**src/common/eiu_pkg.sv**
```systemverilog
package eiu_pkg;
  // ==========================================================
  // System register offsets and window
  localparam logic [15:0] EIU_SFR_TOP = 16'h003F;
  localparam logic [5:0]  EIU_A_CTL   = 6'h37;  // ext_irq_control
  localparam logic [5:0]  EIU_A_ENL   = 6'h3A;  // irq_enable_low
  localparam logic [5:0]  EIU_A_ENH   = 6'h3B;  // irq_enable_high
  localparam logic [5:0]  EIU_A_LTL   = 6'h3C;  // irq_latch_low
  localparam logic [5:0]  EIU_A_LTH   = 6'h3D;  // irq_latch_high
  localparam logic [5:0]  EIU_A_PSW   = 6'h3F;  // program_status_word
  // ==========================================================
  // Field positions
  localparam int unsigned EIU_B_NTS  = 7;  // noise_time_select
  localparam int unsigned EIU_B_PFS  = 6;  // pin_func_select
  localparam int unsigned EIU_B_ES   = 1;  // edge_select
  localparam int unsigned EIU_B_IMF  = 0;  // master_irq_enable
  localparam int unsigned EIU_B_EF4  = 4;  // enable / latch four
  localparam int unsigned EIU_B_EF5  = 5;  // enable / latch five
  localparam int unsigned EIU_B_ENABLE_FLAG_FIFTEEN = 7;  // enable / latch fifteen (high byte)
  localparam logic [7:0]  EIU_CTL_MASK = 8'hC2;
  localparam logic [7:0]  EIU_RST_REG  = 8'h00;
  // ==========================================================
  // Opcode returned by a fetch from unmapped memory in single chip mode
  localparam logic [7:0] EIU_SOFT_TRAP_OP = 8'hFF;
  // ==========================================================
  // Filter times in high_freq_clock periods (i_clk is that clock)
  localparam int EIU_REJ_SHORT = 2;
  localparam int EIU_ACC_SHORT = 7;
  localparam int EIU_REJ_MID   = 15;
  localparam int EIU_ACC_MID   = 49;
  localparam int EIU_REJ_LONG  = 63;
  localparam int EIU_ACC_LONG  = 193;
  // Stable counts sit midway between reject and accept times
  localparam logic [7:0] EIU_N_SHORT = 8'((EIU_REJ_SHORT + EIU_ACC_SHORT) / 2);
  localparam logic [7:0] EIU_N_MID   = 8'((EIU_REJ_MID + EIU_ACC_MID) / 2);
  localparam logic [7:0] EIU_N_LONG  = 8'((EIU_REJ_LONG + EIU_ACC_LONG) / 2);
  // Pin indices
  localparam int unsigned EIU_P0 = 0;
  localparam int unsigned EIU_P1 = 1;
  localparam int unsigned EIU_P5 = 2;
  localparam logic [1:0]  EIU_SRC0 = 2'h0;
  localparam logic [1:0]  EIU_SRC1 = 2'h1;
  localparam logic [1:0]  EIU_SRC5 = 2'h2;
  // ==========================================================
  // Types
  typedef struct packed {
    logic soft_trap_opcode;
    logic undef;
    logic trap;
  } eiu_exc_s;
  typedef struct packed {
    logic [7:0] ctl;
    logic [7:0] enl;
    logic [7:0] enh;
    logic [7:0] ltl;
    logic [7:0] lth;
    logic [7:0] program_status_word;
    logic [2:0] s1;
    logic [2:0] s2;
    logic [2:0] s3;
    logic [2:0] lvl;
    logic [7:0] cnt0;
    logic [7:0] cnt1;
    logic [7:0] cnt5;
    logic [7:0] rdata;
    logic [7:0] fbyte;
    eiu_exc_s   exc;
    logic       brk;
    logic       trst;
    logic       irq;
    logic [1:0] src;
  } eiu_state_s;
endpackage

```
**src/logic/eiu_unit.sv**
```systemverilog
`timescale 1ns/100ps
// Behaviour
// - Soft trap opcode raises top-priority exception immediately
// - Unmapped single-chip fetch returns FFH, traps
// - Fetch from RAM/register area raises trap
// - Watchdog setting picks reset or trap interrupt
// - Undefined opcode execution raises its exception
// - Undefined opcode preempts non-maskable service
// - Address trap preempts non-maskable service
// - Three external inputs, each digitally filtered
// - Input zero needs master, flag four, pin select
// - Inputs zero, five: reject 2, accept 7
// - Input one rejects 15 or 63 periods
// - Input one accepts 49 or 193 periods
// - Noise select zero long, one mid
// - Input one edge: zero rising, one falling
// - Pin select chooses port or input zero
// - Port mode blocks latch four setting
// - Clean edge sets latch within bounded time
// - New noise time acts within 64 periods
// - System registers live at 0000H..003FH
// - Master enable gates all maskable requests
module eiu_unit import eiu_pkg::*; #(
  parameter logic [15:0] RAM_TOP = 16'h00FF  // Top of the trapped fetch area
)(
  input  wire logic        i_clk,
  input  wire logic        i_reset_n,
  input  wire logic        i_ce,
  input  wire logic [15:0] i_reg_addr,
  input  wire logic        i_reg_wr,
  input  wire logic        i_reg_rd,
  input  wire logic [7:0]  i_reg_wdata,
  output logic      [7:0]  o_reg_rdata,
  input  wire logic        i_fetch_valid,
  input  wire logic [15:0] i_fetch_addr,
  input  wire logic        i_fetch_mapped,
  input  wire logic [7:0]  i_fetch_data,
  input  wire logic        i_single_chip,
  input  wire logic        i_op_undefined,
  input  wire logic        i_trap_reset_sel,
  input  wire eiu_exc_s    i_exc_ack,
  input  wire logic        i_irq_ack,
  input  wire logic [2:0]  i_pins_n,
  output logic      [7:0]  o_fetch_byte,
  output eiu_exc_s         o_exc,
  output logic             o_break,
  output logic             o_trap_reset,
  output logic             o_irq_req,
  output logic      [1:0]  o_irq_src,
  output logic             o_pin_is_irq
);

  // ==========================================================
  // State
  eiu_state_s r;    // Registered state
  eiu_state_s nxt;  // Next state

  // Working terms of the combinational process
  logic       sel;     // Access lands in the register window
  logic [7:0] byte_f;  // Byte handed to the core
  logic       soft_trap_opcode;     // Soft trap opcode fetched
  logic       undef;   // Undefined opcode executed
  logic       trap;    // Fetch from trapped area
  logic [7:0] n1;      // Current stable count for input one
  logic [2:0] set;     // Latch set events: 0, 1, 5
  logic [2:0] pend;    // Enabled pending latches

  // ==========================================================
  // One filter step: a level change is taken only after the synchronised
  // pin has stayed at the new level for n sampled periods
  function automatic logic [8:0] filt(input logic s2, input logic s3, input logic lv,
                                      input logic [7:0] c, input logic [7:0] n);
    logic [7:0] c1;
    c1 = c + 8'h01;
    if (s2 != s3 || s3 == lv) begin
      filt = {lv, 8'h00};  // Disagreement or no change restarts
    end else if (c1 >= n) begin
      filt = {s3, 8'h00};  // Held long enough
    end else begin
      filt = {lv, c1};
    end
  endfunction

  // ==========================================================
  // Next-state logic
  always_comb begin
    nxt = r;
    // Three-flop synchronisers; s1 feeds only s2
    nxt.s1 = i_pins_n;
    nxt.s2 = r.s1;
    nxt.s3 = r.s2;
    // Count switches straight away, well inside 64 periods
    n1 = r.ctl[EIU_B_NTS] ? EIU_N_MID : EIU_N_LONG;
    // Digital noise filters
    {nxt.lvl[EIU_P0], nxt.cnt0} = filt(r.s2[EIU_P0], r.s3[EIU_P0], r.lvl[EIU_P0],
                                       r.cnt0, EIU_N_SHORT);
    {nxt.lvl[EIU_P1], nxt.cnt1} = filt(r.s2[EIU_P1], r.s3[EIU_P1], r.lvl[EIU_P1],
                                       r.cnt1, n1);
    {nxt.lvl[EIU_P5], nxt.cnt5} = filt(r.s2[EIU_P5], r.s3[EIU_P5], r.lvl[EIU_P5],
                                       r.cnt5, EIU_N_SHORT);
    // Edge detect on the filtered levels
    set[0] = r.lvl[EIU_P0] & ~nxt.lvl[EIU_P0] & r.ctl[EIU_B_PFS];
    set[1] = (r.lvl[EIU_P1] != nxt.lvl[EIU_P1]) &&
             (nxt.lvl[EIU_P1] == ~r.ctl[EIU_B_ES]);
    set[2] = r.lvl[EIU_P5] & ~nxt.lvl[EIU_P5];

    // Register writes, only inside the window
    sel = (i_reg_addr <= EIU_SFR_TOP);
    if (i_reg_wr && sel) begin
      case (i_reg_addr[5:0])
        EIU_A_CTL: begin
          nxt.ctl = i_reg_wdata & EIU_CTL_MASK;
        end
        EIU_A_ENL: begin
          nxt.enl = i_reg_wdata;
        end
        EIU_A_ENH: begin
          nxt.enh = i_reg_wdata;
        end
        EIU_A_LTL: begin
          nxt.ltl = r.ltl & i_reg_wdata;  // Zero clears, one keeps
        end
        EIU_A_LTH: begin
          nxt.lth = r.lth & i_reg_wdata;
        end
        EIU_A_PSW: begin
          nxt.program_status_word = i_reg_wdata;
        end
        default: begin
          nxt.program_status_word = r.program_status_word;  // Other addresses belong elsewhere
        end
      endcase
    end

    // Acceptance clears the source latch and the master enable
    if (i_irq_ack && r.irq) begin
      nxt.enl[EIU_B_IMF] = 1'b0;
      case (r.src)
        EIU_SRC0: begin
          nxt.ltl[EIU_B_EF4] = 1'b0;
        end
        EIU_SRC1: begin
          nxt.ltl[EIU_B_EF5] = 1'b0;
        end
        default: begin
          nxt.lth[EIU_B_ENABLE_FLAG_FIFTEEN] = 1'b0;
        end
      endcase
    end
    // Set beats any clear in the same cycle
    nxt.ltl[EIU_B_EF4]  = nxt.ltl[EIU_B_EF4] | set[0];
    nxt.ltl[EIU_B_EF5]  = nxt.ltl[EIU_B_EF5] | set[1];
    nxt.lth[EIU_B_ENABLE_FLAG_FIFTEEN] = nxt.lth[EIU_B_ENABLE_FLAG_FIFTEEN] | set[2];

    // Maskable request, priority zero, one, five
    pend[0] = r.ltl[EIU_B_EF4] & r.enl[EIU_B_EF4];
    pend[1] = r.ltl[EIU_B_EF5] & r.enl[EIU_B_EF5];
    pend[2] = r.lth[EIU_B_ENABLE_FLAG_FIFTEEN] & r.enh[EIU_B_ENABLE_FLAG_FIFTEEN];
    nxt.irq = r.enl[EIU_B_IMF] & (|pend) & ~(i_irq_ack & r.irq);
    if (pend[0]) begin
      nxt.src = EIU_SRC0;
    end else if (pend[1]) begin
      nxt.src = EIU_SRC1;
    end else begin
      nxt.src = EIU_SRC5;
    end

    // Fetch path: unmapped memory in single chip mode reads as the soft trap opcode
    byte_f = (i_single_chip && !i_fetch_mapped) ? EIU_SOFT_TRAP_OP : i_fetch_data;
    if (i_fetch_valid) begin
      nxt.fbyte = byte_f;
    end
    soft_trap_opcode   = i_fetch_valid && (byte_f == EIU_SOFT_TRAP_OP);
    undef = i_fetch_valid && i_op_undefined && !soft_trap_opcode;
    trap  = i_fetch_valid && (i_fetch_addr <= RAM_TOP);
    // Exceptions ignore masks and any non-maskable service in progress
    nxt.exc.soft_trap_opcode   = (r.exc.soft_trap_opcode & ~i_exc_ack.soft_trap_opcode) | soft_trap_opcode;
    nxt.exc.undef = (r.exc.undef & ~i_exc_ack.undef) | undef;
    nxt.exc.trap  = (r.exc.trap & ~i_exc_ack.trap) | (trap & ~i_trap_reset_sel);
    nxt.trst      = trap & i_trap_reset_sel;
    nxt.brk       = nxt.exc.undef | nxt.exc.trap;

    // Read data, reserved bits as zero
    if (i_reg_rd && sel) begin
      case (i_reg_addr[5:0])
        EIU_A_CTL: begin
          nxt.rdata = r.ctl;
        end
        EIU_A_ENL: begin
          nxt.rdata = r.enl;
        end
        EIU_A_ENH: begin
          nxt.rdata = r.enh;
        end
        EIU_A_LTL: begin
          nxt.rdata = r.ltl;
        end
        EIU_A_LTH: begin
          nxt.rdata = r.lth;
        end
        EIU_A_PSW: begin
          nxt.rdata = r.program_status_word;
        end
        default: begin
          nxt.rdata = EIU_RST_REG;
        end
      endcase
    end
  end

  // ==========================================================
  // State register; pins idle high, pin starts as port input
  always_ff @(posedge i_clk or negedge i_reset_n) begin
    if (!i_reset_n) begin
      r      <= '0;
      r.s1   <= 3'h7;
      r.s2   <= 3'h7;
      r.s3   <= 3'h7;
      r.lvl  <= 3'h7;
      r.src  <= EIU_SRC5;
      r.ctl  <= EIU_RST_REG;
    end else if (i_ce) begin
      r <= nxt;
    end
  end

  // ==========================================================
  // Outputs straight from the state
  assign o_reg_rdata  = r.rdata;
  assign o_fetch_byte = r.fbyte;
  assign o_exc        = r.exc;
  assign o_break      = r.brk;
  assign o_trap_reset = r.trst;
  assign o_irq_req    = r.irq;
  assign o_irq_src    = r.src;
  assign o_pin_is_irq = r.ctl[EIU_B_PFS];

  // ==========================================================
  // Checks
  property p_swi;
    @(posedge i_clk) disable iff (!i_reset_n)
    i_ce && i_fetch_valid && i_fetch_data == EIU_SOFT_TRAP_OP |=> o_exc.soft_trap_opcode;
  endproperty
  a_swi: assert property (p_swi) else $error("soft trap not raised");

  property p_unmapped;
    @(posedge i_clk) disable iff (!i_reset_n)
    i_ce && i_fetch_valid && i_single_chip && !i_fetch_mapped
      |=> o_fetch_byte == EIU_SOFT_TRAP_OP && o_exc.soft_trap_opcode;
  endproperty
  a_unmapped: assert property (p_unmapped) else $error("unmapped fetch not trapped");

  property p_trap_rst;
    @(posedge i_clk) disable iff (!i_reset_n)
    i_ce && i_fetch_valid && i_fetch_addr <= RAM_TOP
      |=> (o_trap_reset == $past(i_trap_reset_sel)) && (o_exc.trap || $past(i_trap_reset_sel));
  endproperty
  a_trap_rst: assert property (p_trap_rst) else $error("trap response wrong");

  property p_undef_brk;
    @(posedge i_clk) disable iff (!i_reset_n)
    i_ce && i_fetch_valid && i_op_undefined && i_fetch_data != EIU_SOFT_TRAP_OP
      && i_fetch_mapped |=> o_exc.undef && o_break;
  endproperty
  a_undef_brk: assert property (p_undef_brk) else $error("undefined opcode missed");

  property p_pin_gate;
    @(posedge i_clk) disable iff (!i_reset_n)
    !r.ctl[EIU_B_PFS] && !r.ltl[EIU_B_EF4] |=> !r.ltl[EIU_B_EF4];
  endproperty
  a_pin_gate: assert property (p_pin_gate) else $error("latch four set in port mode");

  property p_master;
    @(posedge i_clk) disable iff (!i_reset_n)
    i_ce && !r.enl[EIU_B_IMF] |=> !o_irq_req;
  endproperty
  a_master: assert property (p_master) else $error("request without master enable");

  property p_filt0;
    @(posedge i_clk) disable iff (!i_reset_n)
    $changed(r.lvl[EIU_P0]) |-> $past(r.cnt0) == EIU_N_SHORT - 8'h01;
  endproperty
  a_filt0: assert property (p_filt0) else $error("filter zero count wrong");

  property p_filt1;
    @(posedge i_clk) disable iff (!i_reset_n)
    $changed(r.lvl[EIU_P1]) |->
      $past(r.cnt1) == ($past(r.ctl[EIU_B_NTS]) ? EIU_N_MID : EIU_N_LONG) - 8'h01;
  endproperty
  a_filt1: assert property (p_filt1) else $error("filter one count wrong");

  property p_edge1;
    @(posedge i_clk) disable iff (!i_reset_n)
    i_ce && $changed(r.lvl[EIU_P1]) && r.lvl[EIU_P1] == ~r.ctl[EIU_B_ES]
      && $stable(r.ctl) |-> r.ltl[EIU_B_EF5];
  endproperty
  a_edge1: assert property (p_edge1) else $error("edge one not latched");

endmodule

```
**config.mk**
```make
export PLATFORM = sky130hd
export DESIGN_NAME = eiu_unit
export DESIGN_NICKNAME = d
export VERILOG_FILES = /design/src/common/eiu_pkg.sv /design/src/logic/eiu_unit.sv
export SDC_FILE = /design/constraint.sdc
export NUM_CORES = 1
export LEC_CHECK = 0
export ABC_CLOCK_PERIOD_IN_PS = 4900
export BUFFER_PORTS_ARGS = -buffer_cell sky130_fd_sc_hd__buf_4
export CAP_MARGIN = 20
export CELL_PAD_IN_SITES_DETAIL_PLACEMENT = 1
export CELL_PAD_IN_SITES_GLOBAL_PLACEMENT = 1
export CORE_ASPECT_RATIO = 0.7
export CORE_MARGIN = 4
export CORE_UTILIZATION = 27
export CTS_BUF_LIST = sky130_fd_sc_hd__clkbuf_4 sky130_fd_sc_hd__clkbuf_8 sky130_fd_sc_hd__clkbuf_16
export DETAILED_ROUTE_END_ITERATION = 10
export GPL_TIMING_DRIVEN = 0
export HOLD_SLACK_MARGIN = 0.1
export PLACE_DENSITY_LB_ADDON = 0.12
export SLEW_MARGIN = 20
export SYNTH_ARGS = -nofsm -noshare
export SYNTH_HDL_FRONTEND = slang
export SYNTH_SLANG_ARGS = --single-unit
```
**constraint.sdc**
```tcl
create_clock -name i_clk -period 4.9 [get_ports i_clk]
set_input_delay 0.98 -clock i_clk [delete_from_list [all_inputs] [get_ports i_clk]]
set_output_delay 0.98 -clock i_clk [all_outputs]
set_load 0.05 [all_outputs]
```
==> results of run 1 <==
power by group:
part | switching [mW] | internal [mW] | total (mW)
Sequential | 0.0352 | 0.894 | 0.929
Clock | 0.328 | 0.456 | 0.784
Combinational | 0.137 | 0.106 | 0.243
Total | 0.500 | 1.46 | 1.96
logic make-up after synthesis:
group | synth area share
adders and majority gates | 0.0127
xor gates and xnor gates | 0.00533
muxes | 0.105
AOI/OAI and AO/OA | 0.152
and+or+nand+nor | 0.149
buffers and inverters | 0.0507
DFF | 0.526
critical path: stages, from the launching register on:
cell,delay [ps]
dfrtp_1,430
and3_1,230
and3_1,210
nand3_1,100
xor2_1,190
inv_1,60
ha_1,320
nor2_1,160
o32a_1,170
nand4b_1,390
o21ai_0,310
a21o_1,140
registers in the layout (all words and copies together), names as in the netlist, 2 cells and up:
signal        count
o_exc             3
r                72
o_reg_rdata       8
o_fetch_byte      8
o_irq_src         2
nxt               6
final cells by class:
type	count	area, µm²
buffer	34	220
clock buffer	10	233
clock inverter	6	92.6
fill	2000	11800
inverter	8	30.0
multi-input combinational	283	2090
sequential	103	2590
tap	236	295
timing repair buffer	81	632
synthesized netlist by cell type (7+ instances only):
cell type | number | area [µm²]
dfrtp_1 | 90 | 2250
mux2_2 | 38 | 428
nand2_1 | 34 | 128
o21ai_0 | 27 | 135
buf_4 | 22 | 165
dfstp_2 | 13 | 342
nand3_1 | 13 | 65.1
nor2b_1 | 13 | 81.3
o21a_1 | 13 | 97.6
o2bb2ai_1 | 13 | 114
nand4_1 | 10 | 62.6
nor2_1 | 10 | 37.5
mux2i_1 | 9 | 90.1
inv_1 | 8 | 30.0
o22a_1 | 8 | 70.1
clkbuf_1 | 7 | 26.3
per-stage QoR:
step | hold WS [ps] | power, mW | worst slack, ps | instances | cell area, µm²
6_report | 481 | 1.96 | 2110 | 761 | 6190
5_1_grt | 490 | 2.06 | 1830 | 761 | 6190
4_1_cts | 488 | 2.00 | 2070 | 760 | 6160
3_5_place_dp | 472 | 1.19 | 2030 | 744 | 5830
3_3_place_gp | 465 | 1.18 | 2040 | 744 | 5830
2_1_floorplan | 449 | 1.08 | 2470 | 428 | 4930
per-layer routing:
layer / wire, µm / vias to the layer above / track usage
li1: - / 1756 / -
met1: 6960 / 1863 / 0.205
met2: 5730 / 69 / 0.198
met3: 539 / 10 / 0.0319
met4: 162 / 0 / 0.0352
met5: 0 / - / 0
path summary, 6_finish.rpt:
kind                                              end
min in group asynchronous  o_reg_rdata[7]$_DFFE_PN0P_
hold / removal             o_reg_rdata[5]$_DFFE_PN0P_
setup reg to reg                    r[34]$_DFFE_PN0P_
max in group asynchronous         nxt[55]$_DFFE_PN1P_
hold reg to reg            o_reg_rdata[5]$_DFFE_PN0P_
setup / recovery                    r[34]$_DFFE_PN0P_
placed cells by master, fill, tap and decap left out, types with 4 or more instances in the layout:
master,count
a211oi_1,4
a21o_1,4
a221oi_1,6
and3_1,6
buf_4,101
clkbuf_1,7
clkbuf_16,9
dfrtp_1,90
dfstp_2,13
ha_1,5
inv_1,8
mux2_2,38
mux2i_1,9
nand2_1,34
nand3_1,13
nand4_1,10
nor2_1,10
nor2b_1,13
nor3b_1,6
nor4_1,4
nor4bb_1,4
o21a_1,13
o21ai_0,27
o22a_1,8
o2bb2ai_1,13
==> impl_metrics.tcl, run 1 <==
set metrics [dict create \
    final_util 0.345 \
    rows 41 \
    cts.clk_slew.worst_paths_ps 70 \
    grt_pass1_vias 3978 \
    min_from "o_reg_rdata[5]$_DFFE_PN0P_" \
    rsz0062_at_grt "false" \
    cts_sinks 103 \
    cts_resized 0 \
    crit_fanout 10 \
    clockBufferDepth 2 \
    criticalPathCategory "reg2reg" \
    synthArstFlopShare 1.00 \
    firstDrtPassIters 4 \
    crit_arrival_ps 3080 \
    dieWidth_um 170 \
    clk_latency_ps 350 \
    finClkSkew_ps 11.3 \
    cts_setup_buffers 0 \
    hold_class "reg2reg" \
    place_congestion 0.787 \
    max_clock_freq_ghz 0.358 \
    cts_tree "built" \
    p_leak_nw 2.78 \
    rr_startpoint "r[32]$_DFFE_PN0P_" \
    design.core.area_mm2 0.0180 \
    finalSetupViolCount 0 \
    synth_cell_types 59 \
    setup_tns_ps 0 \
    min_path_cells 2 \
    antenna_found_initial 0 \
    yosys_most_used_dff "dfrtp_1" \
    vias_per_cell 4.86 \
    layout.nets 590 \
    place.detailed.hpwl_um 9860 \
    drive_gt1_frac 0.343 \
    power.density_mw_per_mm2 316 \
    rrSetupSlack_ps 2110 \
    fin_crit_sh 0.569 \
    initialDrtViolationCount 198 \
    crit_path_end_kind "register" \
    drcViolationCount 0 \
    final_antenna_net_count 0 \
    rr_worst_depth 11 \
    pin_count 90 \
    report.final.slew_viol_count 0 \
    syn2layout_area_growth_pct 25.4 \
    antenna_cells 0 \
    postCtsHoldBufs 0 \
    die_area_mm2 0.0205 \
    syn_inst 428 \
    yosysWarnings 0 \
    critPathLaunchType "register" \
    max-cap-violations 0 \
    wl_um 13400 \
    cts-buffers-inserted 9 \
    finalHoldViolCount 0 \
    grt_pass1_wl_um 21900 \
    die_height_um 121 \
    cts_root_buf "clkbuf_16" \
    tightest_slew_ps 695 \
    synth_edf_count 0 \
    track_usage 0.137 \
    period_needed_ps 2790 \
    initial_core_util 0.275 \
    avgSynthCellArea_um2 11.5 \
    status "complete, no violations" \
    wl_per_cell_um 17.6 \
    relSlewSlack 0.534 \
    overflow 0 \
    cts_max_level 3 \
    yosysSeqAreaShare 0.526 \
    vias 3698 \
    io_buffers 80 \
    ys_seq_elements 103 \
    crit_required_ps 5190 \
    ir_drop_mv 0.174 \
    syn-cell-area_mm2 0.00493 \
    synth_nets 498 \
    startpoint "r[32]$_DFFE_PN0P_" \
    grt_max_degree 104 \
]
Power figures use the tool's default switching activity.
==> run 2: changes to the inputs <==
--- a/config.mk
+++ b/config.mk
@@ -5,7 +5,7 @@
 export SDC_FILE = /design/constraint.sdc
 export NUM_CORES = 1
 export LEC_CHECK = 0
-export ABC_CLOCK_PERIOD_IN_PS = 4900
+export ABC_CLOCK_PERIOD_IN_PS = 2400
 export BUFFER_PORTS_ARGS = -buffer_cell sky130_fd_sc_hd__buf_4
 export CAP_MARGIN = 20
 export CELL_PAD_IN_SITES_DETAIL_PLACEMENT = 1
==> constraint.sdc (replaced) <==
create_clock -name i_clk -period 2.4 [get_ports i_clk]
set_input_delay 0.48 -clock i_clk [delete_from_list [all_inputs] [get_ports i_clk]]
set_output_delay 0.48 -clock i_clk [all_outputs]
set_load 0.05 [all_outputs]
==> run 2 against run 1 <==
Final cell count is 1.6% higher. Largest power group unchanged. Critical path type unchanged. Fmax is 16% higher. Sequential share of layout area down 0.78 points. Sequential power grew 100%. Flip-flop and latch count unchanged. Routed wire length grew 1.6%. Clock power is 100% higher. Global-route usage barely moved. Critical endpoint unchanged. Highest routed layer unchanged. Critical path depth rose by 1. Non-clock buffer count rose by 12.
==> impl_metrics.tcl, run 2 (synthesis gave the netlist of run 1 again) <==
set metrics [dict create \
    finalSetupViolCount 0 \
    die_area_mm2 0.0205 \
    largest_reg_flops 72 \
    grt_max_degree 104 \
    finClkSkew_ps 6.26 \
    highest_layer "met4" \
    max_stage_delay_ps 400 \
    pin_count 90 \
    antenna_cells 0 \
    vias 3704 \
    final_antenna_net_count 0 \
    cts_max_level 3 \
    nFillCells 1996 \
    timing.rr.end "r[34]$_DFFE_PN0P_" \
    path_common_cell "and3_4" \
    ir_drop_mv 0.287 \
    crit_arrival_ps 2640 \
    wl_met2_um 5750 \
    syn2layout_area_growth_pct 27.8 \
    max_clock_freq_ghz 0.417 \
    wl_met3_um 456 \
    relSlewSlack 0.347 \
    cts.clk_slew.worst_paths_ps 80 \
    antenna_found_initial 0 \
    largest_register "r" \
    layout_common_cells "113 x buf_4, 90 x dfrtp_1, 38 x mux2_2, 34 x nand2_1, 23 x o21ai_0" \
    grt_pass1_vias 3909 \
    dpl_cell_area_mm2 0.00585 \
    rrSetupSlack_ps 5 \
    track_usage 0.137 \
    cts-buffers-inserted 9 \
    initial_core_util 0.275 \
    clockBufferDepth 2 \
    rr_worst_depth 12 \
    tightest_slew_ps 980 \
    path_buf_inv 2 \
    path_cells "and3_4, and3_4, nand3_2, xor2_2, inv_2, ha_4, o21bai_1, o32a_1, nand4b_1, buf_4, o21ai_1, a21o_1" \
    status "complete, no violations" \
    critPathLaunchType "register" \
    period_needed_ps 2400 \
    wl_per_cell_um 17.6 \
    die_height_um 121 \
    criticalPathCategory "reg2reg" \
    crit_fanout 4 \
    final_common_cell "buf_4" \
    hold_class "in2async" \
    dieWidth_um 170 \
    fin_area_mm2 0.00630 \
    cts_sinks 103 \
    crit_path_end_kind "register" \
    cts_root_buf "clkbuf_16" \
    clk_latency_ps 360 \
    rr_startpoint "r[33]$_DFFE_PN0P_" \
    io_buffers 80 \
    finalHoldViolCount 0 \
    drcViolationCount 0 \
    overflow 0 \
    firstDrtPassIters 4 \
    rsz0062_at_grt "true" \
    power.density_mw_per_mm2 634 \
    layout.nets 602 \
    crit_required_ps 2650 \
    setup_tns_ps 0 \
    report.final.slew_viol_count 0 \
    p_leak_nw 2.83 \
    initialDrtViolationCount 178 \
    p_total_mw 3.99 \
    grt_pass1_wl_um 21700 \
    rows 41 \
    design.core.area_mm2 0.0180 \
    place_congestion 0.745 \
    wl_met1_um 7250 \
    cts_tree "built" \
    place.detailed.hpwl_um 9870 \
    max-cap-violations 0 \
    critPathSlowestCell "dfrtp_1" \
    fin_crit_sh 0.998 \
    vias_per_cell 4.79 \
    drive_gt1_frac 0.376 \
    wl_um 13600 \
    crit_family "compound AO/OA/AOI/OAI gates" \
]
-- run 2: layout make-up --
| class | instances | area [µm²] | area share |
|---|---|---|---|
| well taps | 236 | 295 | 0.0468 |
| inverters | 8 | 30.0 | 0.00476 |
| plain buffers | 34 | 220 | 0.0349 |
| clock buffers | 9 | 225 | 0.0357 |
| clock inverters | 7 | 95.1 | 0.0151 |
| flip-flops and latches | 103 | 2590 | 0.411 |
| repair buffers | 93 | 706 | 0.112 |
| multi-input cells | 283 | 2140 | 0.339 |
-- run 2: timing repair --
item	CTS	global route
hold buffers	0	0
setup buffers	11	2
endpoints found under the setup margin	8	8
pin swaps	8	4
resized for setup	6	5
-- run 2: per-stage QoR --
step	setup slack (ps)	cells	utilization	hold slack, ps
after floorplan	1.26	428	-	184
after global placement	-269	744	0.325	465
after detailed placement	-326	744	0.326	475
after CTS	-28.7	771	0.349	291
after global routing	-123	773	0.351	325
final	4.75	773	0.351	236
-- run 2: routing by layer --
metal,up-vias,global-route usage
met5,-,0
met4,0,0.0377
met3,9,0.0319
met2,61,0.196
met1,1856,0.206
li1,1778,-
-- run 2: how the worst max path moves through the flow --
stage | start | to | cells past startpoint
floorplan | r[32]$_DFFE_PN0P_ | r[34]$_DFFE_PN0P_ | 11
global placement | r[34]$_DFFE_PN0P_ | r[35]$_DFFE_PN0P_ | 11
detailed placement | r[32]$_DFFE_PN0P_ | r[36]$_DFFE_PN0P_ | 11
CTS | r[33]$_DFFE_PN0P_ | r[36]$_DFFE_PN0P_ | 12
global route | r[33]$_DFFE_PN0P_ | r[34]$_DFFE_PN0P_ | 12
finish | r[33]$_DFFE_PN0P_ | r[34]$_DFFE_PN0P_ | 12
-- run 2: power breakdown --
group / internal [mW] / switching (mW) / total (mW)
logic: 0.229 / 0.292 / 0.520
clock network: 0.845 / 0.736 / 1.58
registers: 1.82 / 0.0675 / 1.89
total: 2.90 / 1.10 / 3.99
==> run 3: changes to the inputs <==
--- a/config.mk
+++ b/config.mk
@@ -5,11 +5,9 @@
 export SDC_FILE = /design/constraint.sdc
 export NUM_CORES = 1
 export LEC_CHECK = 0
-export ABC_CLOCK_PERIOD_IN_PS = 2400
+export ABC_CLOCK_PERIOD_IN_PS = 2900
 export BUFFER_PORTS_ARGS = -buffer_cell sky130_fd_sc_hd__buf_4
 export CAP_MARGIN = 20
-export CELL_PAD_IN_SITES_DETAIL_PLACEMENT = 1
-export CELL_PAD_IN_SITES_GLOBAL_PLACEMENT = 1
 export CORE_ASPECT_RATIO = 0.7
 export CORE_MARGIN = 4
 export CORE_UTILIZATION = 27
==> constraint.sdc (replaced) <==
create_clock -name i_clk -period 2.9 [get_ports i_clk]
set_input_delay 0.58 -clock i_clk [delete_from_list [all_inputs] [get_ports i_clk]]
set_output_delay 0.58 -clock i_clk [all_outputs]
set_load 0.05 [all_outputs]
==> run 3 against run 2 <==
Final cell count fell by 1.4%. Critical path type unchanged. Flip-flop and latch count did not move. First-iteration DRC count rose by 6.7%. Non-clock buffer count fell by 11. Via count fell by 2.8%. Sequential power fell by 17%.
==> impl_metrics.tcl, run 3 (synthesis gave the netlist of run 1 again) <==
set metrics [dict create \
    status "complete, no violations" \
    layout.nets 591 \
    die_area_mm2 0.0205 \
    multi_input_area_mm2 0.00209 \
    design.core.area_mm2 0.0180 \
    power.density_mw_per_mm2 532 \
    largest_reg_flops 72 \
    antenna_found_initial 0 \
    nFillCells 1818 \
    place.detailed.hpwl_um 9100 \
    sw_frac_of_total 0.267 \
    clk_latency_ps 360 \
    rr_startpoint "r[32]$_DFFE_PN0P_" \
    finClkSkew_ps 14.5 \
    rr_worst_depth 12 \
    finalSetupViolCount 0 \
    cts_root_buf "clkbuf_16" \
    ir_drop_mv 0.381 \
    finalHoldViolCount 0 \
    rrSetupSlack_ps 310 \
    met1_usage 0.192 \
    io_buffers 80 \
    seq_power_share 0.477 \
    register_area_mm2 0.00259 \
    grtUsageMet3 0.0313 \
    p_clk_frac 0.398 \
    vias_per_cell 4.73 \
    cts_tree "built" \
    drive_gt1_frac 0.344 \
    drcViolationCount 0 \
    p_leak_nw 2.79 \
    criticalPathCategory "reg2reg" \
    grt_use_met2 0.182 \
    intPower_mw 2.41 \
    hold_class "in2async" \
    rows 41 \
    top_usage_layer "met1" \
    critPathLaunchType "register" \
    crit_required_ps 3150 \
    setup_tns_ps 0 \
    fin_area_mm2 0.00617 \
    crit_fanout 10 \
    largest_register "r" \
    final_antenna_net_count 0 \
    power_frac_comb 0.124 \
    vias 3601 \
    firstDrtPassIters 4 \
    pin_count 90 \
    syn2layout_area_growth_pct 25.1 \
    fin_crit_sh 0.891 \
    max_clock_freq_ghz 0.387 \
    cts-buffers-inserted 9 \
    wl_per_cell_um 16.5 \
    postCtsHoldBufs 0 \
    relSlewSlack 0.354 \
    overflow 0 \
    wl_um 12600 \
    initialDrtViolationCount 190 \
    max-cap-violations 0 \
    dieWidth_um 170 \
    initial_core_util 0.275 \
    cts.clk_slew.worst_paths_ps 70 \
    grt_pass1_vias 3737 \
    layout_common_cells "103 x buf_4, 90 x dfrtp_1, 38 x mux2_2, 34 x nand2_1, 27 x o21ai_0" \
    cts_max_level 3 \
    clockBufferDepth 2 \
    cts_sinks 103 \
    crit_path_end_kind "register" \
    rsz0062_at_grt "false" \
    die_height_um 121 \
    timing.rr.end "r[36]$_DFFE_PN0P_" \
    track_usage 0.128 \
    crit_arrival_ps 2830 \
    grt_pass1_wl_um 20300 \
    dpl_cell_area_mm2 0.00583 \
    final_common_cell "buf_4" \
    report.final.slew_viol_count 0 \
    antenna_cells 0 \
    period_needed_ps 2590 \
    tightest_slew_ps 968 \
    netSwitchingPower_mw 0.878 \
    grt_max_degree 104 \
    place_congestion 0.773 \
]
run 3: layout make-up:
cell class	count	share of cell area
Clock buffer	10	0.0387
Inverter	8	0.00486
Timing Repair Buffer	82	0.100
Multi-Input combinational cell	283	0.338
Sequential cell	103	0.420
Clock inverter	6	0.0140
Buffer	34	0.0357
Tap cell	236	0.0478
run 3: what timing repair did:
item                                    in CTS  in global routing
buffers inserted                             0                  2
endpoints found under the setup margin       0                  3
gates resized for setup                      0                  0
run 3: worst max-delay path: stages, from the launching register on:
cell and delay (ps):
dfrtp_1 430, and3_1 230, and3_1 210, nand3_1 100, xor2_1 180, inv_1 60
ha_1 320, o21bai_1 80, o32a_1 300, nand4b_1 100, buf_4 170, o21ai_0 100
a21o_1 210
run 3: worst max path at each step:
stage	end	startpoint	slack, ps
2_1_floorplan	r[36]$_DFFE_PN0P_	r[32]$_DFFE_PN0P_	470
3_3_place_gp	r[36]$_DFFE_PN0P_	r[32]$_DFFE_PN0P_	220
3_5_place_dp	r[35]$_DFFE_PN0P_	r[32]$_DFFE_PN0P_	140
4_1_cts	r[35]$_DFFE_PN0P_	r[32]$_DFFE_PN0P_	130
5_1_grt	r[34]$_DFFE_PN0P_	r[34]$_DFFE_PN0P_	140
6_report	r[36]$_DFFE_PN0P_	r[32]$_DFFE_PN0P_	310
run 3: per-layer routing:
metal  wire (µm)  vias to the layer above
met1        6500                     1771
met3         529                       11
met2        5390                       66
met5           0                        -
met4         168                        0
li1            -                     1753
run 3: metrics by stage:
stage	total power [mW]	instances	setup slack [ps]	hold slack, ps	util
2_1_floorplan	1.82	428	466	284	-
3_3_place_gp	2.00	744	218	463	0.325
3_5_place_dp	2.01	744	141	473	0.325
4_1_cts	3.34	760	125	390	0.343
5_1_grt	3.45	762	140	414	0.344
6_report	3.29	762	315	311	0.344
run 3: power by group through the flow:
stage	sequential (mW)	clock [mW]	combinational, mW
after floorplan	1.59	0	0.232
after detailed placement	1.60	0	0.411
after CTS	1.57	1.36	0.412
after global routing	1.58	1.42	0.449
after global placement	1.59	0	0.403
final	1.57	1.31	0.408
